**src/logic/vosc_pkg.sv**
```systemverilog
// Package: register map, field layout, mode codes and carrier types of the video output status block
package vosc_pkg;

    ////////////////////////////////////////////////////////////////////////////
    // Register byte offsets (low address byte only is decoded)
    localparam logic [7:0] STATUS_OFFSET = 8'h00;
    localparam logic [7:0] CONTROL_OFFSET = 8'h04;
    localparam logic [7:0] IRQ_ENABLE_OFFSET = 8'h08;
    localparam logic [7:0] IRQ_CLEAR_OFFSET = 8'h0c;
    localparam int ADDR_DECODE_WIDTH = 8;

    ////////////////////////////////////////////////////////////////////////////
    // Control register layout and reset value
    localparam logic [31:0] CONTROL_RESET = 32'h32400000;
    localparam logic [31:0] CONTROL_STORE_MASK = 32'h3240001f;
    localparam int CTL_MODE_LSB = 0;
    localparam int CTL_MODE_WIDTH = 4;
    localparam int CTL_ENABLE_BIT = 4;
    localparam int CTL_FIRST_ACK_BIT = 5;
    localparam int CTL_SECOND_ACK_BIT = 6;
    localparam int CTL_PLL_T_BIT = 22;
    localparam int CTL_PLL_S_BIT = 25;
    localparam int CTL_CLOCK_SELECT_LSB = 28;

    ////////////////////////////////////////////////////////////////////////////
    // Status register layout; enable and clear registers share the low bits
    localparam int STAT_FIRST_EMPTY_BIT = 0;
    localparam int STAT_SECOND_EMPTY_BIT = 1;
    localparam int STAT_UNDERRUN_BIT = 2;
    localparam int STAT_UNIT_ID_BIT = 4;
    localparam int STAT_BANDWIDTH_BIT = 5;
    localparam int STAT_PIXEL_LSB = 8;
    localparam int STAT_LINE_LSB = 20;
    localparam int COUNT_WIDTH = 12;
    localparam int BYTE_COUNT_WIDTH = 24;

    // Sticky flag indices inside the flag vector
    localparam int FLAG_COUNT = 4;
    localparam int FLAG_FIRST_EMPTY = 0;
    localparam int FLAG_SECOND_EMPTY = 1;
    localparam int FLAG_UNDERRUN = 2;
    localparam int FLAG_BANDWIDTH = 3;

    ////////////////////////////////////////////////////////////////////////////
    // Operating mode codes; codes below 8 other than 3 and 7 are video refresh
    localparam logic [3:0] MODE_DATA_STREAM = 4'h8;
    localparam logic [3:0] MODE_MESSAGE = 4'h9;
    localparam logic [3:0] MODE_RESERVED_A = 4'h3;
    localparam logic [3:0] MODE_RESERVED_B = 4'h7;

    // Bus slave phases, one-hot
    typedef enum logic [3:0] {
        BUS_IDLE = 4'b0001,
        BUS_WRITE = 4'b0010,
        BUS_READ_WAIT = 4'b0100,
        BUS_READ_DONE = 4'b1000
    } vosc_bus_state_t;

    // Status and events coming from the streaming engine
    typedef struct packed {
        logic [COUNT_WIDTH-1:0] lineCount;
        logic [COUNT_WIDTH-1:0] pixelCount;
        logic [BYTE_COUNT_WIDTH-1:0] sizeCount;
        logic overlapDone;
        logic activeVideoStart;
        logic [1:0] bufferDone;
        logic messageDone;
        logic memoryLate;
    } vosc_engine_status_t;

    // Controls handed to the streaming engine
    typedef struct packed {
        logic [3:0] mode;
        logic enable;
        logic [1:0] clockSelect;
        logic pllS;
        logic pllT;
        logic [1:0] bufferHold;
        logic [1:0] bufferAck;
        logic reusePointers;
    } vosc_engine_control_t;

endpackage : vosc_pkg

```
**src/logic/vosc_sticky_flag.sv**
```systemverilog
// Module: one sticky event flag, set by hardware, cleared by software
module vosc_sticky_flag (
    input wire logic mclk,
    input wire logic rstn,
    input wire logic ce,
    input wire logic setEvent,
    input wire logic clearEvent,
    output logic flag
);

    // Set wins over a clear in the same cycle so no event is lost
    always_ff @(posedge mclk or negedge rstn) begin
        if (!rstn) begin
            flag <= 1'b0;
        end else if (ce) begin
            if (setEvent) begin
                flag <= 1'b1;
            end else if (clearEvent) begin
                flag <= 1'b0;
            end
        end
    end

endmodule : vosc_sticky_flag

```
**src/logic/vosc_video_output_status_control.sv**
```systemverilog
// Module: status and control registers of the video output unit, AHB-Lite slave
//
// Functional notes
// - Status register is read only; writes never change its fields.
// - Status bit 4 always reads one, whatever the bandwidth error flag.
// - Hardware reset loads control with 0x32400000.
// - Control selects mode, sets clock and PLL bits, clears empty flags, starts operation.
// - Line field mirrors line counter; data modes give a 24-bit byte count.
// - Low two byte-count bits are unreliable during transfers; upper 22 valid.
// - Pixel field reports the index of the most recently output pixel.
// - Video refresh uses first buffer only; empty set after overlap area.
// - First buffer still empty at next active video start sets underrun.
// - Data streaming sets each buffer's empty flag; transfer stops while set.
// - Message mode sets first buffer empty when the message is sent.
// - Each empty flag interrupts when enabled, once per buffer completion.
// - A memory read answered too late sets the bandwidth error flag.
// - Writing one to first buffer acknowledge clears first buffer empty.
// - On underrun the transfer continues with the previous address pointers.
//
// Chosen here: the AHB-Lite interface to the registers and the address map.
module vosc_video_output_status_control
    import vosc_pkg::*;
(
    input wire logic mclk,
    input wire logic rstn,
    input wire logic ce,
    input wire logic hsel,
    input wire logic [31:0] haddr,
    input wire logic [1:0] htrans,
    input wire logic hwrite,
    input wire logic [2:0] hsize,
    input wire logic hready,
    input wire logic [31:0] hwdata,
    output logic [31:0] hrdata,
    output logic hreadyout,
    output logic hresp,
    input wire vosc_engine_status_t engineStatus,
    output vosc_engine_control_t engineControl,
    output logic irq
);

    ////////////////////////////////////////////////////////////////////////////
    // Declarations
    vosc_bus_state_t busState;
    logic [ADDR_DECODE_WIDTH-1:0] addrLatch;
    logic addrAccept;
    logic writeStrobe;
    logic writeControl;
    logic writeIrqEnable;
    logic writeIrqClear;
    logic [31:0] control;
    logic [FLAG_COUNT-1:0] irqEnable;
    logic [FLAG_COUNT-1:0] flags;
    logic [FLAG_COUNT-1:0] setFlags;
    logic [FLAG_COUNT-1:0] clearFlags;
    logic [COUNT_WIDTH-1:0] currentLineIndex;
    logic [COUNT_WIDTH-1:0] currentPixelIndex;
    logic [31:0] statusWord;
    logic [31:0] readValue;
    logic [3:0] mode;
    logic unitEnable;
    logic videoMode;
    logic dataMode;
    logic messageMode;
    logic firstAck;
    logic secondAck;
    logic videoUnderrun;
    logic dataUnderrun;
    logic underrunEvent;

    ////////////////////////////////////////////////////////////////////////////
    // Bus slave

    // A transfer is taken only when selected, NONSEQ/SEQ and the bus is ready
    assign addrAccept = hsel && htrans[1] && hready;

    // Phase tracking; reads take one wait state so a write just before is seen
    always_ff @(posedge mclk or negedge rstn) begin
        if (!rstn) begin
            busState <= BUS_IDLE;
            addrLatch <= '0;
            hreadyout <= 1'b1;
        end else if (ce) begin
            unique case (busState)
                BUS_IDLE, BUS_WRITE, BUS_READ_DONE: begin
                    if (addrAccept) begin
                        addrLatch <= haddr[ADDR_DECODE_WIDTH-1:0];
                        if (hwrite) begin
                            busState <= BUS_WRITE;
                            hreadyout <= 1'b1;
                        end else begin
                            busState <= BUS_READ_WAIT;
                            hreadyout <= 1'b0;
                        end
                    end else begin
                        busState <= BUS_IDLE;
                        hreadyout <= 1'b1;
                    end
                end
                BUS_READ_WAIT: begin
                    busState <= BUS_READ_DONE;
                    hreadyout <= 1'b1;
                end
            endcase
        end
    end

    // Response is always OKAY; unmapped reads return zero
    always_ff @(posedge mclk or negedge rstn) begin
        if (!rstn) begin
            hresp <= 1'b0;
        end else if (ce) begin
            hresp <= 1'b0;
        end
    end

    // Read data is loaded during the wait state and held until the next read
    always_ff @(posedge mclk or negedge rstn) begin
        if (!rstn) begin
            hrdata <= '0;
        end else if (ce && busState == BUS_READ_WAIT) begin
            hrdata <= readValue;
        end
    end

    // Write decode; hwdata stands in the data phase, only whole words are used
    assign writeStrobe = (busState == BUS_WRITE);
    assign writeControl = writeStrobe && (addrLatch == CONTROL_OFFSET);
    assign writeIrqEnable = writeStrobe && (addrLatch == IRQ_ENABLE_OFFSET);
    assign writeIrqClear = writeStrobe && (addrLatch == IRQ_CLEAR_OFFSET);

    ////////////////////////////////////////////////////////////////////////////
    // Control register

    // Only defined bits are stored, so undefined bits always read back zero
    always_ff @(posedge mclk or negedge rstn) begin
        if (!rstn) begin
            control <= CONTROL_RESET;
        end else if (ce && writeControl) begin
            control <= hwdata & CONTROL_STORE_MASK;
        end
    end

    // Acknowledge bits act on the write itself and are never stored
    assign firstAck = writeControl && hwdata[CTL_FIRST_ACK_BIT];
    assign secondAck = writeControl && hwdata[CTL_SECOND_ACK_BIT];

    // Mode decode; reserved codes raise no buffer events at all
    assign mode = control[CTL_MODE_LSB +: CTL_MODE_WIDTH];
    assign unitEnable = control[CTL_ENABLE_BIT];
    assign videoMode = !mode[3] && (mode != MODE_RESERVED_A) && (mode != MODE_RESERVED_B);
    assign dataMode = (mode == MODE_DATA_STREAM);
    assign messageMode = (mode == MODE_MESSAGE);

    ////////////////////////////////////////////////////////////////////////////
    // Interrupt enable register

    // Same layout as the status event bits
    always_ff @(posedge mclk or negedge rstn) begin
        if (!rstn) begin
            irqEnable <= '0;
        end else if (ce && writeIrqEnable) begin
            irqEnable[FLAG_FIRST_EMPTY] <= hwdata[STAT_FIRST_EMPTY_BIT];
            irqEnable[FLAG_SECOND_EMPTY] <= hwdata[STAT_SECOND_EMPTY_BIT];
            irqEnable[FLAG_UNDERRUN] <= hwdata[STAT_UNDERRUN_BIT];
            irqEnable[FLAG_BANDWIDTH] <= hwdata[STAT_BANDWIDTH_BIT];
        end
    end

    ////////////////////////////////////////////////////////////////////////////
    // Event detection

    // Video underrun: next field starts while the first buffer is still empty;
    // an acknowledge in that very cycle counts as in time
    assign videoUnderrun = unitEnable && videoMode && engineStatus.activeVideoStart
        && flags[FLAG_FIRST_EMPTY] && !firstAck;

    // Data underrun: a buffer finishes while the other one was never refilled
    assign dataUnderrun = unitEnable && dataMode
        && ((engineStatus.bufferDone[0] && flags[FLAG_SECOND_EMPTY] && !secondAck)
        || (engineStatus.bufferDone[1] && flags[FLAG_FIRST_EMPTY] && !firstAck));

    assign underrunEvent = videoUnderrun || dataUnderrun;

    // Set terms for each sticky flag
    always_comb begin
        setFlags = '0;
        if (unitEnable) begin
            // Video refresh only ever uses the first buffer
            if (videoMode && engineStatus.overlapDone) begin
                setFlags[FLAG_FIRST_EMPTY] = 1'b1;
            end
            if (dataMode) begin
                setFlags[FLAG_FIRST_EMPTY] = engineStatus.bufferDone[0];
                setFlags[FLAG_SECOND_EMPTY] = engineStatus.bufferDone[1];
            end
            if (messageMode && engineStatus.messageDone) begin
                setFlags[FLAG_FIRST_EMPTY] = 1'b1;
            end
            // Late memory answers count in every transfer mode
            if ((videoMode || dataMode || messageMode) && engineStatus.memoryLate) begin
                setFlags[FLAG_BANDWIDTH] = 1'b1;
            end
        end
        setFlags[FLAG_UNDERRUN] = underrunEvent;
    end

    // Clear terms: empty flags only by acknowledge, errors by the clear register
    always_comb begin
        clearFlags = '0;
        clearFlags[FLAG_FIRST_EMPTY] = firstAck;
        clearFlags[FLAG_SECOND_EMPTY] = secondAck;
        clearFlags[FLAG_UNDERRUN] = writeIrqClear && hwdata[STAT_UNDERRUN_BIT];
        clearFlags[FLAG_BANDWIDTH] = writeIrqClear && hwdata[STAT_BANDWIDTH_BIT];
    end

    // One sticky cell per flag, set wins over clear
    for (genvar i = 0; i < FLAG_COUNT; i++) begin : g_flag
        vosc_sticky_flag u_flag (
            .mclk(mclk),
            .rstn(rstn),
            .ce(ce),
            .setEvent(setFlags[i]),
            .clearEvent(clearFlags[i]),
            .flag(flags[i])
        );
    end

    ////////////////////////////////////////////////////////////////////////////
    // Position and byte counters

    // Captured every cycle; in data modes the two fields form one byte counter.
    // The low two bits follow the engine as is, so mid-transfer they may be stale.
    always_ff @(posedge mclk or negedge rstn) begin
        if (!rstn) begin
            currentLineIndex <= '0;
            currentPixelIndex <= '0;
        end else if (ce) begin
            if (dataMode || messageMode) begin
                currentLineIndex <= engineStatus.sizeCount[BYTE_COUNT_WIDTH-1:COUNT_WIDTH];
                currentPixelIndex <= engineStatus.sizeCount[COUNT_WIDTH-1:0];
            end else begin
                currentLineIndex <= engineStatus.lineCount;
                currentPixelIndex <= engineStatus.pixelCount;
            end
        end
    end

    ////////////////////////////////////////////////////////////////////////////
    // Read multiplexer

    // Status is assembled from live state only; nothing here is writable
    always_comb begin
        statusWord = '0;
        statusWord[STAT_FIRST_EMPTY_BIT] = flags[FLAG_FIRST_EMPTY];
        statusWord[STAT_SECOND_EMPTY_BIT] = flags[FLAG_SECOND_EMPTY];
        statusWord[STAT_UNDERRUN_BIT] = flags[FLAG_UNDERRUN];
        statusWord[STAT_UNIT_ID_BIT] = 1'b1;
        statusWord[STAT_BANDWIDTH_BIT] = flags[FLAG_BANDWIDTH];
        statusWord[STAT_PIXEL_LSB +: COUNT_WIDTH] = currentPixelIndex;
        statusWord[STAT_LINE_LSB +: COUNT_WIDTH] = currentLineIndex;
    end

    // Enable register reads back; the clear register reads as zero
    always_comb begin
        readValue = '0;
        unique case (addrLatch)
            STATUS_OFFSET: readValue = statusWord;
            CONTROL_OFFSET: readValue = control;
            IRQ_ENABLE_OFFSET: begin
                readValue[STAT_FIRST_EMPTY_BIT] = irqEnable[FLAG_FIRST_EMPTY];
                readValue[STAT_SECOND_EMPTY_BIT] = irqEnable[FLAG_SECOND_EMPTY];
                readValue[STAT_UNDERRUN_BIT] = irqEnable[FLAG_UNDERRUN];
                readValue[STAT_BANDWIDTH_BIT] = irqEnable[FLAG_BANDWIDTH];
            end
            default: readValue = '0;
        endcase
    end

    ////////////////////////////////////////////////////////////////////////////
    // Interrupt output

    // Level output, high while any enabled flag stands; a flag rising while another is set gives no new request
    always_ff @(posedge mclk or negedge rstn) begin
        if (!rstn) begin
            irq <= 1'b0;
        end else if (ce) begin
            irq <= |(flags & irqEnable);
        end
    end

    ////////////////////////////////////////////////////////////////////////////
    // Engine controls

    // Registered so every engine control comes straight from a flip-flop.
    // One process owns the whole struct, so no field has two drivers.
    // A streaming buffer is held while its empty flag stands, including the cycle it is set
    // unless an acknowledge met the set event, so no byte leaves an exhausted buffer
    always_ff @(posedge mclk or negedge rstn) begin
        if (!rstn) begin
            engineControl <= '0;
        end else if (ce) begin
            engineControl.mode <= mode;
            engineControl.enable <= unitEnable;
            engineControl.clockSelect <= control[CTL_CLOCK_SELECT_LSB +: 2];
            engineControl.pllS <= control[CTL_PLL_S_BIT];
            engineControl.pllT <= control[CTL_PLL_T_BIT];
            engineControl.bufferAck <= {secondAck, firstAck};
            engineControl.reusePointers <= underrunEvent;
            if (dataMode) begin
                engineControl.bufferHold[0] <= (flags[FLAG_FIRST_EMPTY] || setFlags[FLAG_FIRST_EMPTY])
                    && !firstAck;
                engineControl.bufferHold[1] <= (flags[FLAG_SECOND_EMPTY] || setFlags[FLAG_SECOND_EMPTY])
                    && !secondAck;
            end else begin
                engineControl.bufferHold <= '0;
            end
        end
    end

endmodule : vosc_video_output_status_control

```
**config.mk**
```make
export PLATFORM = sky130hd
export DESIGN_NAME = vosc_video_output_status_control
export DESIGN_NICKNAME = d
export VERILOG_FILES = /design/src/logic/vosc_pkg.sv /design/src/logic/vosc_sticky_flag.sv /design/src/logic/vosc_video_output_status_control.sv
export SDC_FILE = /design/constraint.sdc
export NUM_CORES = 1
export LEC_CHECK = 0
export BUFFER_PORTS_ARGS = -buffer_cell sky130_fd_sc_hd__buf_2
export CAP_MARGIN = 20
export CORE_MARGIN = 2
export CORE_UTILIZATION = 43
export DETAILED_ROUTE_END_ITERATION = 6
export MAX_ROUTING_LAYER = met4
export PLACE_DENSITY = 0.81
export SYNTH_ARGS = -nofsm -noshare
export SYNTH_HDL_FRONTEND = slang
export SYNTH_SLANG_ARGS = --single-unit
```
**constraint.sdc**
```tcl
create_clock -name mclk -period 2.08 [get_ports mclk]
set_input_delay 0.312 -clock mclk [delete_from_list [all_inputs] [get_ports mclk]]
set_output_delay 0.312 -clock mclk [all_outputs]
set_load 0.02 [all_outputs]
```
; ---- Word-level counts from Yosys, hierarchy flattened
; Cells that the tools add are included.
[totals]
regBits = 101
word_cells = 111
in_bits = 129
out_inout_bits = 49
[classes]
eq_ne = 11
n_bitwise = 1
reduce_logical = 51
muxes = 27
[ops]
columns = cell, count
row1 = $pmux W26 S2, 1
row2 = $logic_and A1 B1 Y1, 29
row3 = $mux W12, 2
row4 = $eq A8 B4 Y1 const B, 2
row5 = $mux W1, 14
row6 = $eq A4 B4 Y1 const B, 3
row7 = $pmux W3 S3, 1
row8 = $eq A8 B3 Y1 const B, 1
row9 = $logic_not A8 Y1, 1
row10 = $pmux W4 S2, 1
row11 = $reduce_and A2 Y1, 4
row12 = $reduce_bool A2 Y1, 4
row13 = $logic_or A1 B1 Y1, 7
row14 = $mux W2, 3
row15 = $and A4 B4 Y4, 1
row16 = $eq A4 B1 Y1 const B, 1
row17 = $eq A4 B2 Y1 const B, 1
row18 = $eq A4 B3 Y1 const B, 1
row19 = $mux W4, 1
row20 = $ne A4 B2 Y1 const B, 1
row21 = $ne A4 B3 Y1 const B, 1
row22 = $pmux W1 S2, 2
row23 = $pmux W2 S2, 1
row24 = $reduce_or A4 Y1, 1
row25 = other kinds (4), 6

; ---- Depth between registers and ports, before layout
[logic_depth]
word_depth = 11
mapped_depth = 6
depth_no_buf = 4

; ---- Hierarchy
; From an unflattened synthesis, not the netlist that was laid out.
[unflattened]
hier_cells = 369
hier_area_um2 = 4369.2
[by_module_without_submodules]
columns = module, cells_per_inst, area_each_um2, seq_area_each_um2, n_inst
row1 = vosc_video_output_status_control, 357, 4219.0, 2384.8, 1
row2 = vosc_sticky_flag, 3, 37.5, 25.0, 4

; ---- Worst setup path before layout
; Ideal clock, no wire load.
[synth_timing]
path_type = register -> register
from = reg addrLatch[1]
to = reg irqEnable[0]
n_path_buf = 0
t_arrival_ns = 1.913
t_required_ns = 1.955
setup_ns = 0.125
slack_ns = 0.042
period_less_slack_ns = 2.038
path_stages_with_launch = 5
cell_sequence = dfrtp_1 -> or4_4 -> or3_4 -> nor3_4 -> mux2_2
[synth_via]
elab_chain_cells = 3
[synth_lines]
columns = element, line_no
row1 = "start, declared", vosc_video_output_status_control.sv:45  ; logic [ADDR_DECODE_WIDTH-1:0] addrLatch;
row2 = "start signal, assigned", vosc_video_output_status_control.sv:87  ; addrLatch <= haddr[ADDR_DECODE_WIDTH-1:0];
row3 = $eq A8 B4 Y1, vosc_video_output_status_control.sv:129  ; assign writeIrqEnable = writeStrobe && (addrLatch == IRQ_ENABLE_OFFSET);
row4 = $logic_and A1 B1 Y1, vosc_video_output_status_control.sv:129
row5 = $logic_and A1 B1 Y1, vosc_video_output_status_control.sv:162  ; end else if (ce && writeIrqEnable) begin
row6 = "end signal, assigned by index", vosc_video_output_status_control.sv:163  ; irqEnable[FLAG_FIRST_EMPTY] <= hwdata[STAT_FIRST_EMPTY_BIT];
row7 = "end signal, assigned by index", vosc_video_output_status_control.sv:164  ; irqEnable[FLAG_SECOND_EMPTY] <= hwdata[STAT_SECOND_EMPTY_BIT];
row8 = "end signal, assigned by index", vosc_video_output_status_control.sv:165  ; irqEnable[FLAG_UNDERRUN] <= hwdata[STAT_UNDERRUN_BIT];
row9 = "end, declared", vosc_video_output_status_control.sv:52  ; logic [FLAG_COUNT-1:0] irqEnable;
; Every way passes these cells.
; A chain may end at the register's enable or synchronous reset.

; ---- Final worst setup path
[layout_timing]
from = reg busState[0]
to = reg control[4]
[layout_via]
elab_chain_cells = 3
[layout_lines]
columns = element, line_no
row1 = "start, declared", vosc_video_output_status_control.sv:44  ; vosc_bus_state_t busState;
row2 = "start signal, assigned", vosc_video_output_status_control.sv:80  ; busState <= BUS_IDLE;
row3 = "start signal, assigned", vosc_video_output_status_control.sv:89  ; busState <= BUS_WRITE;
row4 = "start signal, assigned", vosc_video_output_status_control.sv:92  ; busState <= BUS_READ_WAIT;
row5 = $eq A4 B2 Y1, vosc_video_output_status_control.sv:127  ; assign writeStrobe = (busState == BUS_WRITE);
row6 = $logic_and A1 B1 Y1, vosc_video_output_status_control.sv:128  ; assign writeControl = writeStrobe && (addrLatch == CONTROL_OFFSET);
row7 = $logic_and A1 B1 Y1, vosc_video_output_status_control.sv:139  ; end else if (ce && writeControl) begin
row8 = "end signal, assigned", vosc_video_output_status_control.sv:140  ; control <= hwdata & CONTROL_STORE_MASK;
row9 = "end, declared", vosc_video_output_status_control.sv:51  ; logic [31:0] control;
; Every way passes these cells.

==> metrics.md <==
| Metric | Value |
|---|---|
| Slew HR | `0.461` |
| Synthesized area | `between 4000 and 5000 um^2` |
| Clock Skew | `between 0.015 and 0.02 ns` |
| CTS Buf Count | `9` |
| Vias in the first global route | `roughly 3400` |
| Tot Pwr | `a little over 4 mW` |
| Max-Cap Viols | `0` |
| GP Congestion | `around 0.84` |
| Area after DPL | `approximately 5200 um^2` |
| Net count, final | `approximately 640` |
| Endpoints failing setup | `0` |
| Syn_area_per_cell | `11.6 um^2` |
| PD cells | `746 nW/um^2` |
| EDFF count, synth | `0` |
| Final Hold Fails | `4` |
| Syn Inst Count | `approximately 370` |
| Top_reg_cell synth | `dfrtp_1` |
| Multi-input gate area | `roughly 1700 um^2` |
| Number of H-tree levels | `3` |
| Commonest non-fill, non-tap cell in the layout | `buf_2` |
| Core footprint | `approximately 10000 um^2` |
| Share of cells above drive strength 1 | `0.412` |
| Setup WS pre-CTS | `between 0.002 and 0.003 ns` |
| Most frequent cells in the layout | `124 x buf_2, 93 x dfrtp_1, 34 x nor2_1` |
| IO Count | `178` |
| NetSw | `between 1 and 1.5 mW` |
| Outcome | `finished, violations left` |
| Most common cell on crit path | `buf_4` |
| Initial drt markers | `around 150` |
| Initial antenna violation count | `0` |
| Synth area leader | `dfrtp_1` |
| Register area share after synthesis | `0.574` |
| Die height | `about 100 um` |
| WHS | `-0.0192 ns` |
| WL per Instance | `16.0 um` |
| Post-Route WL | `around 10 mm` |
| Pins Over Slew Limit | `0` |
| CP top delay family | `simple AND/OR/NAND/NOR gates` |
| First-pass GRT wire length | `between 15 and 20 mm` |
| Final Cycle Share | `0.994` |
| Max incr delay on CP | `around 0.54 ns` |
| Setup ws final | `about 0.012 ns` |
| Antenna Nets Post-Route | `0` |
| PortBufs | `125` |
| Pleak | `2.64 nW` |
| Clock power share | `0.339` |
| Share of Yosys cell area claimed by the top area cell type | `0.537` |
| Setup Crit Path Kind | `flip-flop to flip-flop` |
| Max stage delay cell, worst path | `or4b_4` |
| CP max FO | `7` |
| Antenna Cells | `0` |
| Switching fraction of total power | `0.269` |
| Failing checks | `negative hold slack` |
| Sequential power share | `0.526` |
| Largest net degree at the start of global routing | `100` |
| DIE AREA | `around 11000 um^2` |
| CTS tree | `done` |
| Gr usage total | `0.199` |
| Via density | `5.28` |
| CTS Buffer Depth | `2` |
| Root buffer cell | `clkbuf_8` |
| First-pass DRT Iterations | `4` |
| Least-Margin Pin Slew | `between 0.8 and 0.9 ns` |
| Worst skew pair latency | `between 0.3 and 0.4 ns` |
| Setup crit end kind | `flip-flop` |
| Unrepaired setup endpoints after global routing | `yes` |
| Worst setup SP type | `flip-flop` |
| Starting Density | `0.443` |
| Class of the worst hold path | `primary input to async pin` |
| Comb pwr share | `0.136` |
| Largest cells by area after synthesis | `dfrtp_1 54%, mux2_2 7.3%, mux2i_1 6.5%` |
| Total vias in the final route | `3419` |
| Global-route congestion overflow total | `0` |
| Fin crit period | `just over 2 ns` |
| Rows | `36` |
| CP required | `2.34 ns` |
| Final Cell Area | `approximately 5500 um^2` |
| Buffers & Inverters on Critical Path | `3` |
| FF+latch area | `~2500 um^2` |
| # clock sinks | `99` |
| # fillers | `approximately 850` |
| Die W | `104 um` |
| Area growth syn-to-layout | `27.3%` |
| Worst-path clk slew | `~0.10 ns` |
| Int Pwr | `3.00 mW` |
| VDD IR max | `between 0.0003 and 0.0004 V` |
| DP HPWL | `around 7 mm` |
| Peak Freq | `slightly below 500 MHz` |
| Yosys reg bits | `around 100` |
| CP arrival | `between 2 and 2.5 ns` |
| Synth unique cells | `45` |
| YS warnings | `0` |
| Ys async rst share | `1.00` |
| Drc violations | `0` |
| CP Cell Sequence | `or4b_4, buf_4, nor4_4, buf_4, buf_12, mux2_2` |
==> timing repair <==
item,in CTS,in global routing
setup buffers,0,5
pin swaps,1,1
gates cloned,0,2
hold buffers,0,0
gates resized for setup,1,8
endpoints found under the setup margin,17,27
==> cells in the mapped netlist (all sizes together) (2+ instances only) <==
master	number
dfrtp	93
nor2	34
a21oi	31
mux2	28
mux2i	28
a22o	22
nand2	22
o21ai	20
buf	14
clkbuf	13
inv	11
a22oi	7
dfstp	6
nand4	3
nor4	3
o211ai	3
or2	3
a31oi	2
nand3	2
nand3b	2
nor2b	2
nor3b	2
o2111ai	2
o32ai	2
or3b	2
==> routing by layer <==
layer | global-route usage | routed length, um | vias up
met1 | 0.265 | 4630 | 1698
li1 | - | - | 1611
met5 | - | 0 | -
met3 | 0.0320 | 536 | 8
met4 | 0.0521 | 70 | 0
met2 | 0.320 | 5140 | 102
==> state kept, by name (all words and copies together), names as in the netlist <==
name                cells
busState                4
irqEnable               4
g_flag.u_flag.flag      4
addrLatch               8
hrdata                 30
currentPixelIndex      12
hreadyout               1
control                 9
irq                     1
engineControl          14
currentLineIndex       12
==> through the flow <==
stage               cells  hold slack, ns  setup TNS [ns]  utilization
floorplan             376          0.0164               0            -
global placement      624           0.407               0        0.531
detailed placement    624           0.413               0        0.531
CTS                   640         0.00923               0        0.554
global route          647          0.0407          -0.149        0.564
finish                647         -0.0192               0        0.564
==> logic make-up after synthesis <==
| family | synth area share |
|---|---|
| buf+inv | 0.0373 |
| xor+xnor | 0.00202 |
| flops | 0.574 |
| other cells | 0.000866 |
| compound gates | 0.142 |
| simple gates | 0.107 |
| mux | 0.137 |
==> cell type report <==
| type | count | share of cell area |
|---|---|---|
| Clock buffer | 10 | 0.0232 |
| Clock inverter | 6 | 0.0175 |
| Inverter | 11 | 0.00749 |
| Multi-Input combinational cell | 239 | 0.312 |
| Sequential cell | 99 | 0.451 |
| Tap cell | 133 | 0.0302 |
| Timing Repair Buffer | 149 | 0.159 |
==> worst paths after layout <==
kind / from / to / slack, ns / depth (start not counted)
worst max-delay path: busState[0] / control[4] / 0.01 / 6
worst min-delay path: rstn / currentPixelIndex[0] / -0.02 / 2
worst max register to register: busState[0] / control[4] / 0.01 / 6
worst min register to register: currentPixelIndex[7] / hrdata[15] / 0.49 / 1
max in group asynchronous: rstn / busState[0] / 1.69 / 2
min in group mclk: hwdata[3] / control[3] / 0.14 / 3
==> power by group through the flow <==
stage,Sequential [mW],Clock [mW],Combinational [mW]
2_1_floorplan,2.21,0,0.289
3_3_place_gp,2.19,0,0.532
3_5_place_dp,2.20,0,0.553
4_1_cts,2.16,1.42,0.557
5_1_grt,2.18,1.49,0.615
6_report,2.16,1.39,0.558
No activity file was read; power rests on OpenSTA's default activity.
